**src/oio_pkg.sv**
```systemverilog
// Purpose: Shared constants for the octal to serial audio output interface
// Assumes: 125 MHz system clock, mixer clocks sampled as pin inputs
// Notes:   Offsets, field positions, reset values and cycle counts live here
package oio_pkg;
  // ********************************
  // Host register map
  // ********************************
  localparam logic       REG_ID_SEL     = 1'b0;
  localparam logic       REG_CTRL_SEL   = 1'b1;
  localparam logic [7:0] CTRL_RESET     = 8'h60;
  localparam int         CTRL_DBL_BIT   = 0;
  localparam int         CTRL_SMUTE_BIT = 1;
  localparam int         CTRL_DRST_BIT  = 2;
  localparam int         CTRL_RLY_BIT   = 3;
  localparam int         CTRL_DEEMP_BIT = 4;
  localparam int         CTRL_OSEL_LSB  = 5;
  localparam logic [1:0] OSEL_OCT_0_1   = 2'h0;
  localparam logic [1:0] OSEL_OCT_8_9   = 2'h1;
  localparam logic [1:0] OSEL_OCT_10_11 = 2'h2;
  localparam logic [1:0] OSEL_ZERO      = 2'h3;

  // ********************************
  // Clock and frame timing
  // ********************************
  localparam int         SYS_CLK_HZ     = 125000000;
  localparam int         MCLK_48K_HZ    = 24576000;
  localparam int         MCLK_44K1_HZ   = 22579200;
  localparam int         FRAME_W        = 9;
  localparam int         SAMPLE_W       = 24;
  localparam int         SLOT_W         = 5;
  localparam logic [4:0] SLOT_LAST_BIT  = 5'h17;
  localparam logic [8:0] BIAS_UP_ON     = 9'h010;
  localparam logic [8:0] BIAS_UP_OFF    = 9'h0f0;
  localparam logic [8:0] BIAS_DN_ON     = 9'h110;
  localparam logic [8:0] BIAS_DN_OFF    = 9'h1f0;

  // ********************************
  // Configuration load
  // ********************************
  localparam int         CFG_LOAD_NS    = 1000;
  localparam int         CFG_LOAD_CYC   = (CFG_LOAD_NS * (SYS_CLK_HZ / 1000000) + 999) / 1000;
endpackage : oio_pkg

```
**src/oio_sync3.sv**
```systemverilog
// Purpose: Three stage pin synchroniser with agreement filter
// Assumes: Input is asynchronous to clk
// Notes:   Output moves only when stages two and three agree
`timescale 1ns/1ps
`default_nettype none
module oio_sync3 #(
  parameter int W = 1
) (
  input  wire logic         clk,
  input  wire logic         rst_n,
  input  wire logic         ce,
  input  wire logic [W-1:0] din,
  input  wire logic [W-1:0] rstVal,
  output var  logic [W-1:0] dout
);
  logic [W-1:0] st1_reg;
  logic [W-1:0] st2_reg;
  logic [W-1:0] st3_reg;
  logic [W-1:0] out_reg;
  logic [W-1:0] outInit_reg;
  logic         live_reg;
  logic [W-1:0] agree;

  // Unresolved bits keep their old value
  assign agree = ~(st2_reg ^ st3_reg);

  always_ff @(posedge clk or negedge rst_n) begin
    if (!rst_n) begin
      st1_reg <= '0;
      st2_reg <= '0;
      st3_reg <= '0;
      out_reg <= '0;
      live_reg <= 1'b0;
    end else if (ce) begin
      st1_reg <= din;
      st2_reg <= st1_reg;
      st3_reg <= st2_reg;
      live_reg <= 1'b1;
      out_reg <= live_reg ? ((agree & st3_reg) | (~agree & out_reg)) : rstVal;
    end
  end

  assign outInit_reg = rstVal;
  assign dout = live_reg ? out_reg : outInit_reg;
endmodule : oio_sync3
`default_nettype wire

```
**src/oio_i2s_lane.sv**
```systemverilog
// Purpose: One converter lane, complement left and true right
// Assumes: Bit index counts 0..63 across one converter frame
// Notes:   Data starts one bit after the frame sync edge
`timescale 1ns/1ps
`default_nettype none
module oio_i2s_lane
  import oio_pkg::*;
(
  input  wire logic                clk,
  input  wire logic                rst_n,
  input  wire logic                ce,
  input  wire logic                load,
  input  wire logic [SAMPLE_W-1:0] sample,
  input  wire logic [5:0]          bitIdx,
  input  wire logic                mute_n,
  output var  logic                sdata
);
  logic [SAMPLE_W-1:0] sample_reg;
  logic                sdata_reg;
  logic [4:0]          pos;
  logic                inWord;
  logic [4:0]          pick;
  logic                rawBit;
  logic                sdataNext;

  assign pos    = bitIdx[4:0];
  assign inWord = (pos != 5'h00) && (pos <= 5'h18);
  assign pick   = 5'(5'h18 - pos);
  assign rawBit = inWord ? sample_reg[pick] : 1'b0;
  // Left half carries the complement, right half the true value
  assign sdataNext = mute_n & (bitIdx[5] ? rawBit : (inWord & ~rawBit));

  always_ff @(posedge clk or negedge rst_n) begin
    if (!rst_n) begin
      sample_reg <= '0;
      sdata_reg  <= 1'b0;
    end else if (ce) begin
      if (load) begin
        sample_reg <= sample;
      end
      sdata_reg <= sdataNext;
    end
  end

  assign sdata = sdata_reg;
endmodule : oio_i2s_lane
`default_nettype wire

```
**src/oio_octal_out.sv**
```systemverilog
// Purpose: Octal link to eight converter lanes, host byte port, static controls
// Assumes: Mixer master and word clocks are sampled pins at 125 MHz
// Notes:   All local audio clocks derive from the sampled mixer clocks
`timescale 1ns/1ps
`default_nettype none
module oio_octal_out
  import oio_pkg::*;
#(
  parameter logic [7:0] BOARD_ID = 8'h5a, // Arbitrary identity value
  parameter int         CFG_CYC  = CFG_LOAD_CYC
) (
  input  wire logic       clk,
  input  wire logic       rst_n,
  input  wire logic       ce,
  input  wire logic       dataStrobe_n,
  input  wire logic       slotSelect_n,
  input  wire logic       readNotWrite,
  input  wire logic       registerSelectBit,
  input  wire logic       unusedAddressBit,
  input  wire logic [7:0] hostDataIn,
  output var  logic [7:0] hostDataOut,
  output var  logic       hostDataOe_n,
  input  wire logic       globalMute_n,
  input  wire logic       mixerMasterClock,
  input  wire logic       mixerWordClock,
  input  wire logic       mixerHalfRateClock,
  input  wire logic       backplaneWordClock_n,
  input  wire logic       backplaneBitClock_n,
  input  wire logic       backplaneMasterClock,
  input  wire logic       backplaneReset_n,
  input  wire logic       powerGoodIn,
  input  wire logic       octalIn0,
  input  wire logic       octalIn1,
  input  wire logic       octalIn2,
  input  wire logic       octalIn3,
  input  wire logic       octalIn4,
  input  wire logic       octalIn5,
  output var  logic       converterFrameSync_n,
  output var  logic       converterBitClock_n,
  output var  logic       converterMasterClock,
  output var  logic       serialAudioOut0,
  output var  logic       serialAudioOut1,
  output var  logic       serialAudioOut2,
  output var  logic       serialAudioOut3,
  output var  logic       serialAudioOut4,
  output var  logic       serialAudioOut5,
  output var  logic       serialAudioOut6,
  output var  logic       serialAudioOut7,
  output var  logic       deEmphasisEnable,
  output var  logic       relayMute_n,
  output var  logic       converterSoftMute,
  output var  logic       converterReset_n,
  output var  logic       doubleRateEnable,
  output var  logic       supplyPumpClock,
  output var  logic       biasPumpPhaseUp_n,
  output var  logic       biasPumpPhaseDown_n,
  input  wire logic       configReload_n,
  output var  logic       configDone,
  output var  logic       configPromClock
);
  // ********************************
  // Pin synchronisers
  // ********************************
  // Ignored inputs stay unconnected on purpose
  logic [21:0] pinRaw;
  logic [21:0] pinSync;
  logic [21:0] pinRst;
  assign pinRaw = {configReload_n, globalMute_n, mixerWordClock, mixerMasterClock,
                   octalIn5, octalIn4, octalIn3, octalIn2, octalIn1, octalIn0,
                   hostDataIn, registerSelectBit, readNotWrite, slotSelect_n, dataStrobe_n};
  assign pinRst = {1'b1, 1'b1, 2'h0, 6'h00, 8'h00, 1'b0, 1'b1, 1'b1, 1'b1};

  oio_sync3 #(.W(22)) uPinSync (
    .clk   (clk),
    .rst_n (rst_n),
    .ce    (ce),
    .din   (pinRaw),
    .rstVal(pinRst),
    .dout  (pinSync)
  );

  logic       dsS;
  logic       selS_n;
  logic       rdS;
  logic       addrS;
  logic [7:0] dataS;
  logic [5:0] octS;
  logic       mckS;
  logic       wckS;
  logic       muteS_n;
  logic       reloadS_n;
  assign dsS       = pinSync[0];
  assign selS_n    = pinSync[1];
  assign rdS       = pinSync[2];
  assign addrS     = pinSync[3];
  assign dataS     = pinSync[11:4];
  assign octS      = pinSync[17:12];
  assign mckS      = pinSync[18];
  assign wckS      = pinSync[19];
  assign muteS_n   = pinSync[20];
  assign reloadS_n = pinSync[21];

  // ********************************
  // Host byte port
  // ********************************
  logic       dsPrev_reg;
  logic       latSel_n_reg;
  logic       latRd_reg;
  logic       latAddr_reg;
  logic [7:0] latData_reg;
  logic [7:0] ctrl_reg;
  logic [7:0] ctrl_next;
  logic [7:0] rdData_reg;
  logic       strobeRise;
  logic       wrTake;
  logic [7:0] rdMux;
  logic       cfgBusy;

  assign strobeRise = dsS & ~dsPrev_reg;
  assign wrTake     = strobeRise & ~latSel_n_reg & ~latRd_reg & ~cfgBusy;
  assign ctrl_next  = (wrTake && latAddr_reg == REG_CTRL_SEL) ? latData_reg : ctrl_reg;
  assign rdMux      = (addrS == REG_ID_SEL) ? BOARD_ID : ctrl_reg;

  always_ff @(posedge clk or negedge rst_n) begin
    if (!rst_n) begin
      dsPrev_reg   <= 1'b1;
      latSel_n_reg <= 1'b1;
      latRd_reg    <= 1'b1;
      latAddr_reg  <= 1'b0;
      latData_reg  <= 8'h00;
      ctrl_reg     <= CTRL_RESET;
      rdData_reg   <= 8'h00;
    end else if (ce) begin
      dsPrev_reg <= dsS;
      // Hold the bus view from the last low strobe sample for the rising edge
      if (!dsS) begin
        latSel_n_reg <= selS_n;
        latRd_reg    <= rdS;
        latAddr_reg  <= addrS;
        latData_reg  <= dataS;
      end
      ctrl_reg   <= cfgBusy ? CTRL_RESET : ctrl_next;
      rdData_reg <= rdMux;
    end
  end

  // Enable follows the raw pins so the bus is released as soon as the strobe ends
  assign hostDataOe_n = slotSelect_n | dataStrobe_n | ~readNotWrite;
  assign hostDataOut  = rdData_reg;

  // ********************************
  // Static converter controls
  // ********************************
  logic [1:0] octSel;
  logic       dblRate;
  assign octSel            = ctrl_reg[CTRL_OSEL_LSB +: 2];
  assign dblRate           = ctrl_reg[CTRL_DBL_BIT];
  assign deEmphasisEnable  = ctrl_reg[CTRL_DEEMP_BIT];
  assign relayMute_n       = ctrl_reg[CTRL_RLY_BIT];
  assign converterSoftMute = ctrl_reg[CTRL_SMUTE_BIT];
  assign converterReset_n  = ctrl_reg[CTRL_DRST_BIT];
  assign doubleRateEnable  = dblRate;

  // ********************************
  // Configuration reload
  // ********************************
  logic [15:0] cfgCnt_reg;
  logic        cfgDone_reg;
  logic        promClk_reg;
  assign cfgBusy = ~cfgDone_reg;

  always_ff @(posedge clk or negedge rst_n) begin
    if (!rst_n) begin
      cfgCnt_reg  <= 16'h0000;
      cfgDone_reg <= 1'b0;
      promClk_reg <= 1'b0;
    end else if (ce) begin
      if (!reloadS_n) begin
        cfgCnt_reg  <= 16'h0000;
        cfgDone_reg <= 1'b0;
      end else if (!cfgDone_reg) begin
        cfgCnt_reg  <= 16'(cfgCnt_reg + 16'h0001);
        cfgDone_reg <= (cfgCnt_reg >= 16'(CFG_CYC - 1));
      end
      promClk_reg <= cfgDone_reg ? 1'b0 : ~promClk_reg;
    end
  end
  assign configDone      = cfgDone_reg;
  assign configPromClock = promClk_reg;

  // ********************************
  // Frame timing from the mixer clocks
  // ********************************
  logic               mckPrev_reg;
  logic               wckPrev_reg;
  logic [FRAME_W-1:0] mcnt_reg;
  logic               mckTick;
  logic               wckRise;
  assign mckTick = mckS & ~mckPrev_reg;
  assign wckRise = wckS & ~wckPrev_reg;

  always_ff @(posedge clk or negedge rst_n) begin
    if (!rst_n) begin
      mckPrev_reg <= 1'b0;
      wckPrev_reg <= 1'b0;
      mcnt_reg    <= '0;
    end else if (ce) begin
      mckPrev_reg <= mckS;
      wckPrev_reg <= wckS;
      if (wckRise) begin
        mcnt_reg <= '0;
      end else if (mckTick) begin
        mcnt_reg <= FRAME_W'(mcnt_reg + 1'b1);
      end
    end
  end

  // ********************************
  // Octal capture
  // ********************************
  logic       octA;
  logic       octB;
  logic [7:0] linkBit;
  logic [2:0] slotIdx;
  logic [4:0] slotBit;
  logic       bitTake;
  logic       wordEnd;
  logic [2:0] holdIdx;
  // Select field steers one pair, the last code silences both
  assign octA = (octSel == OSEL_OCT_0_1)   ? octS[0] :
                (octSel == OSEL_OCT_8_9)   ? octS[2] :
                (octSel == OSEL_OCT_10_11) ? octS[4] : 1'b0;
  assign octB = (octSel == OSEL_OCT_0_1)   ? octS[1] :
                (octSel == OSEL_OCT_8_9)   ? octS[3] :
                (octSel == OSEL_OCT_10_11) ? octS[5] : 1'b0;
  // Link bit lasts two master clocks, sampled in its middle
  assign linkBit = mcnt_reg[FRAME_W-1:1];
  assign slotIdx = linkBit[7:5];
  assign slotBit = linkBit[SLOT_W-1:0];
  assign bitTake = mckTick & ~mcnt_reg[0] & ~wckRise;
  assign wordEnd = bitTake & (slotBit == SLOT_LAST_BIT);
  assign holdIdx = slotIdx;

  logic [SAMPLE_W-1:0] shA_reg;
  logic [SAMPLE_W-1:0] shB_reg;
  logic [SAMPLE_W-1:0] holdA_reg [0:7];
  logic [SAMPLE_W-1:0] holdB_reg [0:7];
  logic [SAMPLE_W-1:0] shA_next;
  logic [SAMPLE_W-1:0] shB_next;
  assign shA_next = {shA_reg[SAMPLE_W-2:0], octA};
  assign shB_next = {shB_reg[SAMPLE_W-2:0], octB};

  always_ff @(posedge clk or negedge rst_n) begin
    if (!rst_n) begin
      shA_reg <= '0;
      shB_reg <= '0;
      for (int i = 0; i < 8; i++) begin
        holdA_reg[i] <= '0;
        holdB_reg[i] <= '0;
      end
    end else if (ce) begin
      if (bitTake && slotBit <= SLOT_LAST_BIT) begin
        shA_reg <= shA_next;
        shB_reg <= shB_next;
      end
      if (wordEnd) begin
        holdA_reg[holdIdx] <= shA_next;
        holdB_reg[holdIdx] <= shB_next;
      end
    end
  end

  // ********************************
  // Converter clocks and lanes
  // ********************************
  logic [5:0] outBit;
  logic       bitHalf;
  logic       lanesLoad;
  logic       loadHigh;
  logic       fs_reg;
  logic       bck_reg;
  logic       mclk_reg;
  logic       vcc_reg;
  logic       bu_reg;
  logic       bd_reg;
  // Double rate halves the frame; the master clock keeps its rate
  assign outBit    = dblRate ? mcnt_reg[7:2] : mcnt_reg[8:3];
  assign bitHalf   = dblRate ? mcnt_reg[1] : mcnt_reg[2];
  assign lanesLoad = mckTick & (dblRate ? (mcnt_reg[7:0] == 8'h00) : (mcnt_reg == '0));
  // Single rate and the first double rate half use the last four slots
  assign loadHigh  = ~dblRate | ~mcnt_reg[8];

  always_ff @(posedge clk or negedge rst_n) begin
    if (!rst_n) begin
      fs_reg   <= 1'b1;
      bck_reg  <= 1'b1;
      mclk_reg <= 1'b0;
      vcc_reg  <= 1'b0;
      bu_reg   <= 1'b1;
      bd_reg   <= 1'b1;
    end else if (ce) begin
      fs_reg   <= outBit[5];
      bck_reg  <= bitHalf;
      mclk_reg <= mcnt_reg[0];
      vcc_reg  <= mcnt_reg[2];
      bu_reg   <= ~(mcnt_reg >= BIAS_UP_ON && mcnt_reg < BIAS_UP_OFF);
      bd_reg   <= ~(mcnt_reg >= BIAS_DN_ON && mcnt_reg < BIAS_DN_OFF);
    end
  end
  assign converterFrameSync_n = fs_reg;
  assign converterBitClock_n  = bck_reg;
  assign converterMasterClock = mclk_reg;
  assign supplyPumpClock      = vcc_reg;
  assign biasPumpPhaseUp_n    = bu_reg;
  assign biasPumpPhaseDown_n  = bd_reg;

  logic [7:0] laneOut;
  genvar g;
  generate
    for (g = 0; g < 8; g++) begin : gLane
      logic [SAMPLE_W-1:0] laneSample;
      logic [2:0]          laneIdx;
      assign laneIdx    = {loadHigh, 2'(g / 2)};
      // Even channels from the first pair member, odd from the second
      assign laneSample = (g % 2 == 0) ? holdA_reg[laneIdx] : holdB_reg[laneIdx];
      oio_i2s_lane uLane (
        .clk   (clk),
        .rst_n (rst_n),
        .ce    (ce),
        .load  (lanesLoad),
        .sample(laneSample),
        .bitIdx(outBit),
        .mute_n(muteS_n),
        .sdata (laneOut[g])
      );
    end
  endgenerate

  assign serialAudioOut0 = laneOut[0];
  assign serialAudioOut1 = laneOut[1];
  assign serialAudioOut2 = laneOut[2];
  assign serialAudioOut3 = laneOut[3];
  assign serialAudioOut4 = laneOut[4];
  assign serialAudioOut5 = laneOut[5];
  assign serialAudioOut6 = laneOut[6];
  assign serialAudioOut7 = laneOut[7];
endmodule : oio_octal_out
`default_nettype wire

```
**config.mk**
```make
export PLATFORM = sky130hd
export DESIGN_NAME = oio_octal_out
export DESIGN_NICKNAME = d
export VERILOG_FILES = /design/src/oio_pkg.sv /design/src/oio_sync3.sv /design/src/oio_i2s_lane.sv /design/src/oio_octal_out.sv
export SDC_FILE = /design/constraint.sdc
export NUM_CORES = 1
export LEC_CHECK = 0
export ABC_AREA = 0
export BUFFER_PORTS_ARGS = -buffer_cell sky130_fd_sc_hd__buf_2
export CAP_MARGIN = 20
export CORE_UTILIZATION = 35
export CTS_BUF_LIST = sky130_fd_sc_hd__clkbuf_4
export DETAILED_ROUTE_END_ITERATION = 16
export PLACE_DENSITY = 0.58
export RECOVER_POWER = 25
export SLEW_MARGIN = 20
export SYNTH_ARGS = -nofsm -noshare
export SYNTH_HDL_FRONTEND = slang
export SYNTH_SLANG_ARGS = --single-unit
export TNS_END_PERCENT = 20
```
**constraint.sdc**
```tcl
create_clock -name clk -period 3.6 [get_ports clk]
set_input_delay 0.36 -clock clk [delete_from_list [all_inputs] [get_ports clk]]
set_output_delay 0.36 -clock clk [all_outputs]
set_load 0.05 [all_outputs]
```
==> impl_results.md <==
- Status: complete, but fails checks
- Failing checks: max-capacitance violations, max-slew violations
- LEAKAGE: 19.2 nW
- Share of cells above drive strength 1: about 32%
- Worst hold slack: 0.122 ns
- Synthesized area: around 33,000 um^2
- Antenna violations before repair: 4
- Asr flop ratio synth: 100%
- Max Slew Vio Count: 163
- Cts repair resizes: 0
- Rows: about 110
- Die Wd: about 310 um
- Gate count after technology mapping: approximately 2,600
- CTS Hold Bufs: 33
- Vias/cell: about 5
- Die Height: about 310 um
- Worst-Margin Slew: 1.78 ns
- Type of the most critical hold path: in2reg
- Num CTS Buffers: roughly 210
- Final net count: approximately 2,800
- WHS Path Cells: 3
- Final hold vios: 0
- Post-synth EDFFs: 0
- Crit path launch type: flip-flop
- Clock transition at path regs: roughly 0.070 ns
- Vias: between 20,000 and 25,000
- Most common cell after layout, fill and taps aside: dfrtp_1
- H-tree depth: 4
- Ports: just over 60
- Reg2Reg Setup Slack: approximately 0.35 ns
- Sequential element share of the synthesized area: 58.6%
- CTS max path bufs: 3
- RD Place Congestion: 0.822
- Antenna-violating nets left: 0
- GR Util All Layers: 16.3%
- Worst r2r dst: gLane[4].uLane.sdata
- Worst hold start: hostDataIn[1]
- Min cycle time layout: between 3 and 4 ns
- Syn nets: about 2,600
- Root cell of the clock tree: clkbuf_4
- Post-CTS Setup Inserts: 0
- Critical path type: reg2reg
- Worst-Skew Late Latency: 1.04 ns
- Most frequent cells in the layout: dfrtp_1 (773), mux2_2 (434), clkbuf_4 (313), nand2_1 (292), o21ai_0 (235)
- Yosys warns: 0
- Syn_area_per_cell: roughly 13 um^2
- DR pass1 iterations: 7
- Worst EP arrival: 4.12 ns
- # setup viols final: 0
- DR WL/cell: around 19 um
- Initial core utilization: a little over a third
- Reg-to-reg startpoint: ctrl_reg[0]
- Vias in the first global route: 22,480
- Sink Count: 782
- Fillers: around 8,900
- Crit. End Element: flip-flop
- Worst Reg-to-Reg Cells: 10
- Total wire length: between 70 and 80 mm
- Largest net degree at the start of global routing: 110
- CTS tree: done
- I/O Buffers: 54
- Remaining global-route overflow: 0
- Maximum vdd drop: roughly 0.27 mV
- Core ar.: between 90,000 and 100,000 um^2
- Die ar.: between 90,000 and 100,000 um^2
- Post-DP HPWL: ~45 mm
- RSZ-0062 raised after global routing: false
- Synth-to-layout area growth: 13.9%
- Final Skew: 0.0707 ns
- Worst hold endpoint: uPinSync.st1_reg[5]
- DRC violation count after routing: 0
- Req. time, crit path: ~4.5 ns
- Main synth FF type: dfrtp_1
- Final worst path period share: 90.1%
- Setup TNS: 0 ns
- Yosys cell types: 66
- Critical path peak fanout: 26
- Fmax: slightly above 300 MHz
- Max_cap viols: 3
- Seq cells post-synth: ~800
- Slew margin rel.: -18.7%
- PwrDens: 481 nW/um^2
- Starting DRC count in detailed routing: about 1,300
- First-pass GRT wire length: around 130 mm
[routing by layer]
metal | vias to the layer above | GRT usage (%) | part of all wire, %
li1 | 9592 | - | -
met1 | 10723 | 21.7 | 46
met2 | 432 | 25.9 | 48
met3 | 138 | 3.56 | 4.2
met4 | 4 | 6.42 | 2.2
met5 | - | 0 | 0.022
[stage by stage]
stage | cells | instance area [um^2] | power, mW | utilization (%) | setup slack (ns)
after detailed placement | 3759 | 35200 | 10.8 | 37.5 | 0.398
after floorplan | 2597 | 33400 | 10.2 | - | 0.0144
after global routing | 4145 | 38100 | 19.3 | 40.5 | 0.124
after CTS | 4143 | 38200 | 18.7 | 40.7 | 0.337
after global placement | 3759 | 35200 | 10.7 | 37.5 | 0.418
final | 4146 | 38100 | 18.3 | 40.5 | 0.355
[worst max-delay path: stages (launching register included)]
cell and delay, ns:
dfrtp_1 0.38, buf_4 0.27, mux2i_1 0.23, ha_2 0.34
xor2_4 0.19, buf_12 0.25, mux4_2 0.36, mux2i_1 0.25
o22ai_1 0.20, or2_1 0.27, a221o_1 0.32
[worst max-delay path by stage]
| stage | from | cells past startpoint | slack (ns) | to |
|---|---|---|---|---|
| after floorplan | ctrl_reg[0] | 14 | 0.01 | gLane[0].uLane.sdata |
| after global placement | mcnt_reg[3] | 10 | 0.42 | gLane[7].uLane.sdata |
| after detailed placement | ctrl_reg[0] | 10 | 0.40 | gLane[4].uLane.sdata |
| after CTS | ctrl_reg[0] | 10 | 0.34 | gLane[4].uLane.sdata |
| after global routing | rst_n | 4 | 0.12 | holdA_reg[123] |
| final | ctrl_reg[0] | 10 | 0.35 | gLane[4].uLane.sdata |
[power breakdown]
group,internal [mW],leakage [nW],switching (mW)
clock,4.10,1.56,3.60
sequential,9.05,10.6,0.197
combinational,0.441,6.99,0.945
[cell usage after synthesis (all sizes together) (4+ instances only)]
cell type  count  area share, %
nor4           4          0.094
or3            5          0.094
nand2        295            3.3
mux2         488             16
nor3b         10           0.25
mux2i        231            6.9
a21oi         21           0.31
nor2          52           0.59
ha             5           0.19
clkbuf       105            1.2
mux4          32            2.2
nor3           6          0.090
nand2b         7           0.13
nand3b         4          0.090
and3          13           0.24
o22ai         13           0.24
o2bb2ai        5           0.13
o21ai        236            3.5
dfrtp        773             58
xor2          10           0.26
nor2b          7           0.13
a32oi         15           0.39
a21o           7           0.16
nand4          8           0.15
a22o          31           0.81
dfstp          9           0.71
or2           10           0.19
a21boi         6           0.13
nand3         15           0.22
inv           34           0.38
buf          100            1.5
a221o          7           0.21
[kinds of logic (layout without fill, tap and decap cells)]
| family | count (synthesis) | after routing | share of synthesized area [%] |
|---|---|---|---|
| buffers and inverters | 239 | 531 | 3.06 |
| flip-flops | 782 | 782 | 58.6 |
| XOR/XNOR | 13 | 13 | 0.341 |
| other | 0 | 3 | 0 |
| AND/OR/NAND/NOR | 444 | 444 | 5.80 |
| multiplexers | 751 | 751 | 25.5 |
| AO/OA/AOI/OAI | 363 | 363 | 6.50 |
| adder cells (fa/ha/maj) | 5 | 5 | 0.187 |
[layout make-up]
| class | instances | area, um^2 | area share (%) |
|---|---|---|---|
| repair buffers | 146 | 1260 | 3.32 |
| diodes | 3 | 7.51 | 0.0197 |
| well taps | 1254 | 1570 | 4.12 |
| flip-flops and latches | 782 | 19600 | 51.4 |
| clock buffers | 313 | 2350 | 6.17 |
| clock inverters | 38 | 280 | 0.736 |
| multi-input cells | 1576 | 12900 | 33.9 |
| inverters | 34 | 128 | 0.335 |
Note: power is estimated with default switching activity, not from simulation.
